### src/include/fce_cfg.svh
// fault classify/escalate constants: offsets, fields, return value checks, resets
`ifndef FCE_CFG_SVH
`define FCE_CFG_SVH
// Summary of operation
// - bus error on vector read gives hard fault and sets vector-read flag
// - any promotion of a configurable fault to hard fault sets escalation flag
// - protection-mismatched fetch, or fetch from non-executable region, is memmanage
// - data access protection mismatch gives memmanage fault, data-access flag
// - stacking/unstacking protection mismatch sets its own memmanage flag
// - stacking/unstacking bus error sets its own bus fault flag
// - prefetch bus error gives bus fault and prefetch flag
// - data bus error sets precise or imprecise flag by attribution
// - coprocessor, undefined, invalid state give usage fault and flags
// - bad return value, unaligned access, divide by zero give usage fault
// - invalid state covers other instruction set or bad continuation return
// - configurable faults have software priority and individual enables
// - handler raising its own fault kind escalates to hard fault
// - fault not above current execution priority escalates to hard fault
// - fault whose handler is disabled escalates to hard fault
// - bus fault on stacking into bus fault handler does not escalate
// - hard fault preempts all but reset, nmi and hard fault
// - precise data bus faults and fetch/data-access memmanage faults capture the faulting address
// - hard fault inside nmi or hard fault handler enters lockup
// - lockup holds until reset, nmi or debugger halt request
// - lockup entered from nmi handler is not released by nmi
// - return value needs bits 31:4 set and valid low-nibble code

// register offsets (byte addresses)
`define FCE_OFF_HFSR     8'h00
`define FCE_OFF_MMFSR    8'h04
`define FCE_OFF_BFSR     8'h08
`define FCE_OFF_UFSR     8'h0C
`define FCE_OFF_MMAR     8'h10
`define FCE_OFF_BFAR     8'h14
`define FCE_OFF_PRI      8'h18
`define FCE_OFF_EN       8'h1C
`define FCE_OFF_STATE    8'h20

// hard fault status fields
`define FCE_HF_VECTOR_READ_FLAG      0
`define FCE_HF_ESC       1
// memmanage fields
`define FCE_MM_IACC      0
`define FCE_MM_DACC      1
`define FCE_MM_UNSTK     2
`define FCE_MM_STK       3
// bus fault fields
`define FCE_BF_PREFETCH_BUS_ERROR_FLAG      0
`define FCE_BF_PRECISE   1
`define FCE_BF_IMPRECISE_ERROR_FLAG     2
`define FCE_BF_UNSTK     3
`define FCE_BF_STK       4
// usage fault fields
`define FCE_UF_UNDEFINED_INSTR_FLAG     0
`define FCE_UF_INVSTATE  1
`define FCE_UF_INVRET    2
`define FCE_UF_NO_COPROCESSOR_FLAG      3
`define FCE_UF_UNALIGNED_FLAG   4
`define FCE_UF_DIVZ      5

// exception return value checks
`define FCE_RET_UPPER    28'hFFFFFFF
`define FCE_RET_HANDLER  4'h1
`define FCE_RET_THREAD   4'h9
`define FCE_RET_PROCESS  4'hD

// reset values
`define FCE_PRI_RESET    24'h000000
`define FCE_EN_RESET     3'h0
`define FCE_ZERO32       32'h00000000
`endif

### src/include/fce_pkg.sv
// fault classify/escalate types
package fce_pkg;
    // handler identities; lower priority value is more urgent
    typedef enum logic [2:0] {
        FCE_H_NONE   = 3'h0,
        FCE_H_MEM    = 3'h1,
        FCE_H_BUS    = 3'h2,
        FCE_H_USAGE  = 3'h3,
        FCE_H_HARD   = 3'h4,
        FCE_H_NMI    = 3'h5,
        FCE_H_OTHER  = 3'h6
    } fce_handler_t;

    typedef enum logic [1:0] {
        FCE_RUN      = 2'b00,
        FCE_LOCK     = 2'b01,
        FCE_LOCK_NMI = 2'b11
    } fce_state_t;

    // fault events from pipeline, bus interface and protection unit
    typedef struct packed {
        logic vector_bus_err;
        logic fetch_mismatch;
        logic fetch_nonexec;
        logic data_mismatch;
        logic stack_mismatch;
        logic unstack_mismatch;
        logic stack_bus_err;
        logic unstack_bus_err;
        logic prefetch_bus_err;
        logic data_bus_err;
        logic data_bus_precise;
        logic coproc;
        logic undefined_instr_flag_instr;
        logic other_iset;
        logic bad_continuation;
        logic ret_check;
        logic unaligned;
        logic div_zero;
    } fce_events_t;

    // current execution context
    typedef struct packed {
        fce_handler_t handler;
        logic [7:0]   priority_level;
        logic         in_handler;
    } fce_context_t;

    typedef struct packed {
        logic         take;
        fce_handler_t handler;
    } fce_dispatch_t;
endpackage

### src/core/fce_fault_unit.sv
// fault classify/escalate unit with register port
`timescale 1ns/100ps
`default_nettype none
`include "fce_cfg.svh"
module fce_fault_unit #(
    parameter int ADDR_W = 8
) (
    input  wire logic                  mclk,
    input  wire logic                  arst_n,
    input  wire fce_pkg::fce_events_t  events,
    input  wire logic [31:0]           exception_return_value,
    input  wire logic [31:0]           fault_addr,
    input  wire fce_pkg::fce_context_t ctx,
    input  wire logic                  nmi,
    input  wire logic                  debug_halt,
    input  wire logic [ADDR_W-1:0]     addr,
    input  wire logic [31:0]           wdata,
    input  wire logic                  wr,
    input  wire logic                  rd,
    output logic [31:0]                rdata,
    output fce_pkg::fce_dispatch_t     dispatch,
    output logic                       lockup
);
    // ----------
    // classification
    // ----------
    logic [1:0] hf_set;
    logic [3:0] mm_set;
    logic [4:0] bf_set;
    logic [5:0] uf_set;
    logic       ret_bad;
    logic       mm_raise;
    logic       bf_raise;
    logic       uf_raise;

    // return value is checked only when the pipeline flags a return
    assign ret_bad = events.ret_check &&
        (exception_return_value[31:4] != `FCE_RET_UPPER ||
         !(exception_return_value[3:0] == `FCE_RET_HANDLER ||
           exception_return_value[3:0] == `FCE_RET_THREAD ||
           exception_return_value[3:0] == `FCE_RET_PROCESS));

    always_comb begin
        mm_set = '0;
        mm_set[`FCE_MM_IACC]  = events.fetch_mismatch ||
                                events.fetch_nonexec;
        mm_set[`FCE_MM_DACC]  = events.data_mismatch;
        mm_set[`FCE_MM_STK]   = events.stack_mismatch;
        mm_set[`FCE_MM_UNSTK] = events.unstack_mismatch;

        bf_set = '0;
        bf_set[`FCE_BF_STK]     = events.stack_bus_err;
        bf_set[`FCE_BF_UNSTK]   = events.unstack_bus_err;
        bf_set[`FCE_BF_PREFETCH_BUS_ERROR_FLAG]    = events.prefetch_bus_err;
        bf_set[`FCE_BF_PRECISE] = events.data_bus_err &&
                                  events.data_bus_precise;
        bf_set[`FCE_BF_IMPRECISE_ERROR_FLAG]   = events.data_bus_err &&
                                  !events.data_bus_precise;

        uf_set = '0;
        uf_set[`FCE_UF_NO_COPROCESSOR_FLAG]     = events.coproc;
        uf_set[`FCE_UF_UNDEFINED_INSTR_FLAG]    = events.undefined_instr_flag_instr;
        uf_set[`FCE_UF_INVSTATE] = events.other_iset ||
                                   events.bad_continuation;
        uf_set[`FCE_UF_INVRET]   = ret_bad;
        uf_set[`FCE_UF_UNALIGNED_FLAG]  = events.unaligned;
        uf_set[`FCE_UF_DIVZ]     = events.div_zero;
    end

    assign mm_raise = |mm_set;
    assign bf_raise = |bf_set;
    assign uf_raise = |uf_set;

    // ----------
    // configuration registers
    // ----------
    // priority bytes: mem [7:0], bus [15:8], usage [23:16]
    logic [23:0] fault_priority_config;
    // enables: mem 0, bus 1, usage 2; all off after reset
    logic [2:0]  fault_handler_enables;
    logic        sel_pri;
    logic        sel_en;

    assign sel_pri = wr && addr == ADDR_W'(`FCE_OFF_PRI);
    assign sel_en  = wr && addr == ADDR_W'(`FCE_OFF_EN);

    always_ff @(posedge mclk or negedge arst_n) begin
        if (!arst_n) begin
            fault_priority_config <= `FCE_PRI_RESET;
            fault_handler_enables <= `FCE_EN_RESET;
        end else begin
            if (sel_pri) begin
                fault_priority_config <= wdata[23:0];
            end

            if (sel_en) begin
                fault_handler_enables <= wdata[2:0];
            end
        end
    end

    // ----------
    // escalation and dispatch
    // ----------
    // one fault is taken per cycle: memmanage, then bus, then usage
    // the others keep only their flags
    fce_pkg::fce_handler_t fault_kind;
    logic [7:0]            fault_pri;
    logic                  fault_en;
    logic                  any_fault;
    logic                  stack_into_bus;
    logic                  escalate;
    logic                  hard_now;
    logic                  in_nmi;
    logic                  in_hard;

    always_comb begin
        fault_kind = fce_pkg::FCE_H_NONE;
        fault_pri  = 8'h00;
        fault_en   = 1'b0;
        if (mm_raise) begin
            fault_kind = fce_pkg::FCE_H_MEM;
            fault_pri  = fault_priority_config[7:0];
            fault_en   = fault_handler_enables[0];
        end else if (bf_raise) begin
            fault_kind = fce_pkg::FCE_H_BUS;
            fault_pri  = fault_priority_config[15:8];
            fault_en   = fault_handler_enables[1];
        end else if (uf_raise) begin
            fault_kind = fce_pkg::FCE_H_USAGE;
            fault_pri  = fault_priority_config[23:16];
            fault_en   = fault_handler_enables[2];
        end
    end

    assign any_fault = mm_raise || bf_raise || uf_raise;
    assign in_nmi  = ctx.in_handler && ctx.handler == fce_pkg::FCE_H_NMI;
    assign in_hard = ctx.in_handler && ctx.handler == fce_pkg::FCE_H_HARD;
    // stacking bus error on entry to the bus handler is let through
    assign stack_into_bus = fault_kind == fce_pkg::FCE_H_BUS &&
                            events.stack_bus_err &&
                            ctx.handler == fce_pkg::FCE_H_BUS;

    // equal priority cannot preempt, so it escalates too
    always_comb begin
        escalate = 1'b0;
        if (any_fault && !stack_into_bus) begin
            if (!fault_en) begin
                escalate = 1'b1;
            end else if (ctx.in_handler && ctx.handler == fault_kind) begin
                escalate = 1'b1;
            end else if (ctx.in_handler &&
                         ctx.priority_level <= fault_pri) begin
                escalate = 1'b1;
            end
        end
    end

    // vector errors skip the configurable handlers
    assign hard_now = events.vector_bus_err || escalate;

    fce_pkg::fce_state_t state;
    fce_pkg::fce_state_t next_state;

    always_comb begin
        next_state = state;
        unique case (state)
            fce_pkg::FCE_RUN: begin
                if (hard_now && (in_nmi || in_hard)) begin
                    next_state = in_nmi ? fce_pkg::FCE_LOCK_NMI
                                        : fce_pkg::FCE_LOCK;
                end
            end

            fce_pkg::FCE_LOCK: begin
                if (nmi || debug_halt) begin
                    next_state = fce_pkg::FCE_RUN;
                end
            end

            // a later nmi cannot free this state
            fce_pkg::FCE_LOCK_NMI: begin
                if (debug_halt) begin
                    next_state = fce_pkg::FCE_RUN;
                end
            end

            // code 2'b10 is unused; fall back to run
            default: next_state = fce_pkg::FCE_RUN;
        endcase
    end

    always_ff @(posedge mclk or negedge arst_n) begin
        if (!arst_n) begin
            state <= fce_pkg::FCE_RUN;
        end else begin
            state <= next_state;
        end
    end

    // no dispatch at all while this stands
    assign lockup = state != fce_pkg::FCE_RUN;

    // hard fault preempts anything but nmi and another hard fault
    always_ff @(posedge mclk or negedge arst_n) begin
        if (!arst_n) begin
            dispatch <= '0;
        end else begin
            dispatch.take    <= 1'b0;
            dispatch.handler <= fce_pkg::FCE_H_NONE;

            if (state == fce_pkg::FCE_RUN) begin
                if (hard_now) begin
                    if (!in_nmi && !in_hard) begin
                        dispatch.take    <= 1'b1;
                        dispatch.handler <= fce_pkg::FCE_H_HARD;
                    end
                end else if (any_fault) begin
                    dispatch.take    <= 1'b1;
                    dispatch.handler <= fault_kind;
                end
            end
        end
    end

    // ----------
    // status registers, write one to clear; address registers, not writable
    // ----------
    logic [1:0]  hard_fault_status;
    logic [3:0]  mem_manage_fault_status;
    logic [4:0]  bus_fault_status;
    logic [5:0]  usage_fault_status;
    logic [31:0] mem_manage_fault_address;
    logic [31:0] bus_fault_address;

    always_comb begin
        hf_set = '0;
        hf_set[`FCE_HF_VECTOR_READ_FLAG] = events.vector_bus_err;
        hf_set[`FCE_HF_ESC]  = escalate;
    end

    // set wins over a clear in the same cycle
    always_ff @(posedge mclk or negedge arst_n) begin
        if (!arst_n) begin
            hard_fault_status       <= '0;
            mem_manage_fault_status <= '0;
            bus_fault_status        <= '0;
            usage_fault_status      <= '0;
        end else begin
            hard_fault_status <= (hard_fault_status &
                ~((wr && addr == ADDR_W'(`FCE_OFF_HFSR)) ? wdata[1:0]
                  : 2'h0)) | hf_set;

            mem_manage_fault_status <= (mem_manage_fault_status &
                ~((wr && addr == ADDR_W'(`FCE_OFF_MMFSR)) ? wdata[3:0]
                  : 4'h0)) | mm_set;

            bus_fault_status <= (bus_fault_status &
                ~((wr && addr == ADDR_W'(`FCE_OFF_BFSR)) ? wdata[4:0]
                  : 5'h00)) | bf_set;

            usage_fault_status <= (usage_fault_status &
                ~((wr && addr == ADDR_W'(`FCE_OFF_UFSR)) ? wdata[5:0]
                  : 6'h00)) | uf_set;
        end
    end

    // imprecise errors carry no trustworthy address
    // stacking faults leave the addresses alone
    always_ff @(posedge mclk or negedge arst_n) begin
        if (!arst_n) begin
            mem_manage_fault_address <= `FCE_ZERO32;
            bus_fault_address        <= `FCE_ZERO32;
        end else begin
            if (events.data_mismatch || events.fetch_mismatch ||
                events.fetch_nonexec) begin
                mem_manage_fault_address <= fault_addr;
            end

            if (events.data_bus_err && events.data_bus_precise) begin
                bus_fault_address <= fault_addr;
            end
        end
    end

    // ----------
    // read port, data valid one cycle after the strobe
    // ----------
    always_ff @(posedge mclk or negedge arst_n) begin
        if (!arst_n) begin
            rdata <= `FCE_ZERO32;
        end else begin
            rdata <= `FCE_ZERO32;
            if (rd) begin
                unique case (addr)
                    ADDR_W'(`FCE_OFF_HFSR):
                        rdata <= {30'h0, hard_fault_status};

                    ADDR_W'(`FCE_OFF_MMFSR):
                        rdata <= {28'h0, mem_manage_fault_status};

                    ADDR_W'(`FCE_OFF_BFSR):
                        rdata <= {27'h0, bus_fault_status};

                    ADDR_W'(`FCE_OFF_UFSR):
                        rdata <= {26'h0, usage_fault_status};

                    ADDR_W'(`FCE_OFF_MMAR):
                        rdata <= mem_manage_fault_address;

                    ADDR_W'(`FCE_OFF_BFAR):
                        rdata <= bus_fault_address;

                    ADDR_W'(`FCE_OFF_PRI):
                        rdata <= {8'h0, fault_priority_config};

                    ADDR_W'(`FCE_OFF_EN):
                        rdata <= {29'h0, fault_handler_enables};

                    ADDR_W'(`FCE_OFF_STATE):
                        rdata <= {30'h0, state};

                    default:
                        rdata <= `FCE_ZERO32;
                endcase
            end
        end
    end
endmodule
`default_nettype wire

### config.mk
export PLATFORM = sky130hd
export DESIGN_NAME = fce_fault_unit
export DESIGN_NICKNAME = d
export VERILOG_FILES = /design/src/include/fce_pkg.sv /design/src/core/fce_fault_unit.sv
export VERILOG_INCLUDE_DIRS = /design/src /design/src/include
export SDC_FILE = /design/constraint.sdc
export NUM_CORES = 1
export LEC_CHECK = 0
export BUFFER_PORTS_ARGS = -buffer_cell sky130_fd_sc_hd__buf_2
export CORE_MARGIN = 8
export CORE_UTILIZATION = 50
export CTS_CLUSTER_SIZE = 20
export DETAILED_ROUTE_END_ITERATION = 12
export PLACE_DENSITY = 0.79
export SLEW_MARGIN = 20
export SYNTH_ARGS = -nofsm -noshare
export SYNTH_HDL_FRONTEND = slang
export SYNTH_SLANG_ARGS = --single-unit
### constraint.sdc
create_clock -name mclk -period 3.05 [get_ports mclk]
set_input_delay 0.1525 -clock mclk [delete_from_list [all_inputs] [get_ports mclk]]
set_output_delay 0.1525 -clock mclk [all_outputs]
set_load 0.01 [all_outputs]
# ---- After elaboration in Yosys (flattened, before gate mapping)
# Cells that the tools add are included.
dict set report word_totals {
  wordCells 117
  out_inout_bits 37
  register_bits 146
}
dict set report classes {
  muxes 28
  n_lt_le_gt_ge 1
  reduce_logical 42
  bitwise_logic 12
  n_eq_ne 22
}
# cell n
set ops {}
lappend ops {{$pmux W32 S9} 1}
lappend ops {{$eq A8 B5 Y1 const B} 4}
lappend ops {{$mux W32} 1}
lappend ops {{$ne A28 B28 Y1 const B} 1}
lappend ops {{$mux W8} 3}
lappend ops {{$mux W4} 5}
lappend ops {{$logic_and A1 B1 Y1} 18}
lappend ops {{$eq A8 B4 Y1 const B} 2}
lappend ops {{$mux W2} 7}
lappend ops {{$logic_or A1 B1 Y1} 12}
lappend ops {{$eq A4 B4 Y1 const B} 2}
lappend ops {{$eq A8 B3 Y1 const B} 1}
lappend ops {{$eq A8 B6 Y1 const B} 1}
lappend ops {{$le A8 B8 Y1} 1}
lappend ops {{$logic_not A8 Y1} 1}
lappend ops {{$mux W1} 7}
lappend ops {{$and A6 B6 Y6} 1}
lappend ops {{$eq A3 B2 Y1 const B} 2}
lappend ops {{$eq A3 B3 Y1 const B} 2}
lappend ops {{$mux W6} 1}
lappend ops {{$ne A2 B2 Y1 const B} 3}
lappend ops {{$not A6 Y6} 1}
lappend ops {{$or A6 B6 Y6} 1}
lappend ops {{$pmux W2 S3} 1}
lappend ops {{22 further kinds} 26}

# ---- Longest topological paths before layout
dict set report logic_depth {
  ltp_word 20
  mapped_depth 14
}

# ---- Worst setup path before layout
# No wires, ideal clock.
dict set report synth_path {
  kind {input port to flip-flop}
  from {input port events[9] (netlist name)}
  to {register dispatch[3] (netlist name)}
  required_time_ns 2.946
  setup_slack_ns -0.005
  setup_time_ns 0.104
  path_buffers 1
  t_arrival_ns 2.952
  cell_stages 13
  path_cell_list {or4_4 -> clkbuf_1 -> a21oi_1 -> a221o_1 -> o21ai_0 -> ha_1 -> nor2b_1 -> o21ai_0 -> a21oi_1 -> nor2_1 -> o31ai_1 -> a31oi_1 -> a221oi_1}
}
dict set report synth_between {
  elab_chain_len 12
}
# item line
set synth_lines {}
lappend synth_lines {{from (decl)} fce_fault_unit.sv:10} ;# input wire fce_pkg::fce_events_t events,
lappend synth_lines {{$reduce_or A5 Y1 (*)} fce_fault_unit.sv:71} ;# assign bf_raise = |bf_set;
lappend synth_lines {{$mux W8 / $mux W2 (equally long branches)} fce_fault_unit.sv:125} ;# end else if (bf_raise) begin
lappend synth_lines {{$mux W8 / $mux W3 (equally long branches)} fce_fault_unit.sv:121} ;# if (mm_raise) begin
lappend synth_lines {{$le A8 B8 Y1 / $eq A3 B2 Y1 (equally long branches)} {fce_fault_unit.sv:153, fce_fault_unit.sv:140}}
lappend synth_lines {{$logic_and A1 B1 Y1, on equally long branches} {fce_fault_unit.sv:152, fce_fault_unit.sv:140}}
lappend synth_lines {{$mux W1 / $logic_and A1 B1 Y1 (equally long branches)} {fce_fault_unit.sv:152, fce_fault_unit.sv:141}}
lappend synth_lines {{$mux W1 / $logic_not A1 Y1 (equally long branches)} {fce_fault_unit.sv:150, fce_fault_unit.sv:147}}
lappend synth_lines {{$mux W1 / $logic_and A1 B1 Y1 (equally long branches)} {fce_fault_unit.sv:148, fce_fault_unit.sv:147}}
lappend synth_lines {{$mux W1} fce_fault_unit.sv:147} ;# if (any_fault && !stack_into_bus) begin
lappend synth_lines {{$logic_or A1 B1 Y1} fce_fault_unit.sv:160} ;# assign hard_now = events.vector_bus_err || escalate;
lappend synth_lines {{$mux W4 (*)} fce_fault_unit.sv:213} ;# if (hard_now) begin
lappend synth_lines {{$mux W4 (*)} fce_fault_unit.sv:212} ;# if (state == fce_pkg::FCE_RUN) begin
lappend synth_lines {{to (decl)} fce_fault_unit.sv:21} ;# output fce_pkg::fce_dispatch_t dispatch,
# Mark *: on every way between the ends. The rest lies on a longest branch, timed or not.
# A chain may end at the register's enable or synchronous reset.

# ---- Worst setup path in the final report
dict set report layout_path {
  from {input port exception_return_value[1]}
  to {register dispatch[3] (netlist name)}
}
dict set report layout_between {
  elab_chain_len 19
}
# item line
set layout_lines {}
lappend layout_lines {{from (decl)} fce_fault_unit.sv:11} ;# input wire logic [31:0] exception_return_value,
lappend layout_lines {{$eq A4 B1 Y1 (no source line) / $eq A4 B4 Y1 (equally long branches)} -}
lappend layout_lines {{$logic_or A1 B1 Y1 (no source line)} -}
lappend layout_lines {{$logic_or A1 B1 Y1 (no source line) (*)} -}
lappend layout_lines {{$logic_not A1 Y1 (*)} fce_fault_unit.sv:39} ;# !(exception_return_value[3:0] == `FCE_RET_HANDLER ||
lappend layout_lines {{$logic_or A1 B1 Y1 (*)} fce_fault_unit.sv:38} ;# (exception_return_value[31:4] != `FCE_RET_UPPER ||
lappend layout_lines {{$logic_and A1 B1 Y1 (*)} fce_fault_unit.sv:37} ;# assign ret_bad = events.ret_check &&
lappend layout_lines {{$reduce_or A6 Y1 (*)} fce_fault_unit.sv:72} ;# assign uf_raise = |uf_set;
lappend layout_lines {{$mux W8 / $mux W2 (equally long branches)} fce_fault_unit.sv:129} ;# end else if (uf_raise) begin
lappend layout_lines {{(+3 left out)} -}
lappend layout_lines {{$logic_and A1 B1 Y1, on equally long branches} {fce_fault_unit.sv:152, fce_fault_unit.sv:140}}
lappend layout_lines {{$mux W1 / $logic_and A1 B1 Y1 (equally long branches)} {fce_fault_unit.sv:152, fce_fault_unit.sv:141}}
lappend layout_lines {{$mux W1 / $logic_not A1 Y1 (equally long branches)} {fce_fault_unit.sv:150, fce_fault_unit.sv:147}}
lappend layout_lines {{$mux W1 / $logic_and A1 B1 Y1 (equally long branches)} {fce_fault_unit.sv:148, fce_fault_unit.sv:147}}
lappend layout_lines {{$mux W1} fce_fault_unit.sv:147}
lappend layout_lines {{$logic_or A1 B1 Y1} fce_fault_unit.sv:160}
lappend layout_lines {{$mux W4 (*)} fce_fault_unit.sv:213}
lappend layout_lines {{$mux W4 (*)} fce_fault_unit.sv:212}
# Marks and branches as above.

==> key figures <==
Die
  – IO Count: 177
  – Core ar.: 13100 sq um
  – Die height: 131 microns
  – Die area: 17100 sq um
  – Initial Utilization: 50.5%
  – Rows: 42
  – Die X: 131 microns

Synth
  – Cells after synthesis: 551
  – Compound-Gate Fraction of Synth Area: 13.4%
  – Xor-xnor portion of the synthesized cell area: 0%
  – Syn Nets: 699
  – Largest family of logic cells by synthesized area: multiplexers
  – Unique cell type count in the Yosys netlist: 54
  – Synth Area in Adders: 1.52%
  – Post-synthesis simple-gate area fraction: 10.9%
  – Multiplexer share of the synthesized area: 16.7%
  – Ys Warns: 0
  – Post-Syn Area per Cell: 12.0 sq um
  – Post-synth EDFFs: 0
  – Mapped cell area: 6610 sq um
  – Async SR Flop Fraction: 100%
  – Synth Register Bits: 146
  – Register area share after synthesis: 55.3%
  – Dominant synthesized flop cell: dfrtp_1

Routing
  – Vias: 5576
  – First-pass iteration count of the detailed router: 6
  – Post-DRT Antenna Nets: 0
  – DRC errors left: 0
  – Total wire length: 19600 microns
  – Routed WL per cell: 20.1 microns
  – DRT iter0 DRCs: 452
  – Vias per inst: 5.70

Power
  – Pwr/cell area: 521 nW/um^2
  – Maximum VDD drop: 0.000347 V
  – Pleak: 4.05 nW

CTS
  – Num CTS Buffers: 17
  – CTS H-tree depth: 4
  – Clock tree from TritonCTS: done
  – Clk buf depth: 2
  – Worst-path clk slew: 0.06 ns
  – Root Buffer: clkbuf_16
  – Num Clock Sinks: 146
  – Worst-Skew Late Latency: 0.42 ns
  – Post-CTS Setup Bufs: 0

Cells and area
  – # nets final: 939
  – Commonest non-fill, non-tap cell in the layout: buf_2
  – ANT cells: 0
  – Non-filler cells, final: 979
  – Finished Core Util: 68.6%
  – Share of layout cells above drive strength 1: 41.1%
  – Most frequent cells in the layout: buf_2 (167), dfrtp_1 (146), mux2_2 (97)
  – Area growth syn-to-layout: 35.9%

GRT
  – Number of global-route vias before repair: 6104
  – GR Overflow Total: 0
  – GRT Overall Usage: 24.0%
  – Initial antenna violation count: 0
  – Pin count of the biggest net entering global routing: 90
  – First-pass GRT wire length: 31200 microns

Worst setup path
  – WP buf/inv: 2
  – CP endpoint kind: flip-flop
  – Worst endpoint data arrival time: 3.24 ns
  – Most frequent cell on the critical path: o21ai_0
  – Critical path's top delay family: compound AO/OA/AOI/OAI gates
  – Max stage delay on crit path: 0.51 ns
  – Critical path cell sequence: buf_2, nand4b_1, or4_4, o31ai_4, a21oi_2, a221o_1, o21ai_0, ha_1, nor2b_1, o21ai_0, a21oi_1, nor2_1, o31ai_2, buf_4, a31oi_1, a221oi_1
  – Critical path startpoint category: input pin
  – Crit Path Class: input pin to flip-flop
  – Critical path fanouts, max: 9
  – Slowest CP cell: or4_4
  – CP required: 3.36 ns

Place
  – Routability Congestion: 0.953
  – Dpl hpwl: 13600 microns
  – IO buf count: 168
  – Placed cell count: 880

STA
  – Max_slew headroom: 40.6%
  – Final min period: 2.93 ns
  – Final Hold Viols: 0
  – F_max: 341 MHz
  – Final Max Tran Viols: 0
  – # setup viols final: 0
  – RSZ-0062 raised after global routing: false
  – Clk_skew: 0.00699 ns
  – Worst Tran Pin Value: 0.891 ns
  – Fin crit share: 96.1%

Hold path
  – Min-Delay Path Class: input pin to flip-flop

Run status
  – Outcome: finished, final reports clean

Job
  – Number of max-cap violations: 0
==> state kept, by name, indices dropped and copies added, names as in the netlist <==
signal,cells
mem_manage_fault_status,4
dispatch,4
usage_fault_status,6
bus_fault_status,5
state,2
bus_fault_address,32
fault_priority_config,24
rdata,32
mem_manage_fault_address,32
hard_fault_status,2
fault_handler_enables,3
==> power breakdown <==
part / internal, mW / switching, mW
clock: 1.30 / 0.777
sequential: 2.05 / 0.0707
combinational: 0.259 / 0.217
total: 3.61 / 1.06
==> metrics by stage <==
step | setup slack (ns) | TNS [ns] | hold slack, ns | instance area [sq um] | total power, mW
finish | 0.120 | 0 | 0.0212 | 8970 | 4.67
detailed placement | -0.302 | -1.51 | 0.275 | 7700 | 2.56
floorplan | 0.0938 | 0 | -0.143 | 6610 | 2.33
CTS | 0.0562 | 0 | 0.00184 | 8970 | 4.70
global route | 0.00390 | 0 | 0.0126 | 8970 | 4.84
global placement | -0.154 | -0.710 | 0.258 | 7700 | 2.53
==> cells by family (layout without fill, tap and decap cells) <==
group,Yosys count,count (layout)
compound gates,120,120
fa+ha+maj,8,8
flops,146,146
mux,98,98
simple gates,140,140
buf+inv,39,291
==> timing repair <==
item,CTS,global route
endpoints found under the setup margin,0,6
endpoints found under the hold margin,186,0
resized for setup,0,4
hold buffers,68,0
==> layout make-up <==
class / instances / area [sq um]
Tap cell: 176 / 220
Multi-Input combinational cell: 366 / 2820
Clock inverter: 11 / 136
Fill cell: 945 / 4110
Inverter: 6 / 22.5
Timing Repair Buffer: 254 / 1680
Sequential cell: 146 / 3650
Clock buffer: 20 / 447
==> metal layers <==
metal  up-vias  part of all wire [%]  global-route usage, %
met4         0                   2.7                   10.4
met5         -                     0                      0
li1       2533                     -                      -
met2       228                    53                   42.8
met3        44                   6.5                   5.40
met1      2771                    38                   26.9
==> synthesized netlist by cell type (2+ instances only) <==
cell | number | area share, %
ha_1 | 8 | 1.5
and3_1 | 4 | 0.38
mux2_2 | 97 | 17
clkbuf_1 | 27 | 1.5
inv_1 | 6 | 0.34
and2_1 | 2 | 0.19
and4_1 | 3 | 0.40
a31oi_1 | 20 | 1.9
nor2_1 | 58 | 3.3
o21ai_0 | 13 | 0.98
or4_4 | 2 | 0.34
a222oi_1 | 7 | 1.1
a221oi_1 | 5 | 0.66
buf_1 | 6 | 0.34
nor2b_1 | 2 | 0.19
nand3_1 | 7 | 0.53
nand4_1 | 7 | 0.66
or3_1 | 2 | 0.19
a211o_1 | 2 | 0.27
a21o_1 | 14 | 1.6
nand2_1 | 27 | 1.5
nor3_1 | 7 | 0.53
a21oi_1 | 10 | 0.76
nor4_1 | 2 | 0.19
a221o_1 | 7 | 1.1
or2_2 | 2 | 0.19
nand2b_1 | 2 | 0.19
dfrtp_1 | 146 | 55
a22oi_1 | 30 | 3.4
and3b_1 | 2 | 0.27
==> worst register-to-register path, delay by kind of cell, from the launching register on <==
kind | cells | cell delay (ns)
buffers and inverters | 1 | 0.17
AND/OR/NAND/NOR | 2 | 0.20
adder cells (fa/ha/maj) | 1 | 0.17
flip-flops | 1 | 0.43
AO/OA/AOI/OAI | 7 | 1.32
==> final timing paths <==
| path | start | end | depth (start not counted) | slack, ns |
|---|---|---|---|---|
| worst max register to register | fault_priority_config[9] | dispatch[3] | 11 | 0.65 |
| worst min-delay path | events[4] | usage_fault_status[1] | 2 | 0.02 |
| worst min register to register | usage_fault_status[5] | usage_fault_status[5] | 1 | 0.48 |
| max in group asynchronous | arst_n | bus_fault_address[0] | 3 | 1.85 |
| min in group asynchronous | arst_n | mem_manage_fault_address[28] | 2 | 0.36 |
| worst max-delay path | exception_return_value[1] | dispatch[3] | 16 | 0.12 |
(Power assumes the default switching activity.)
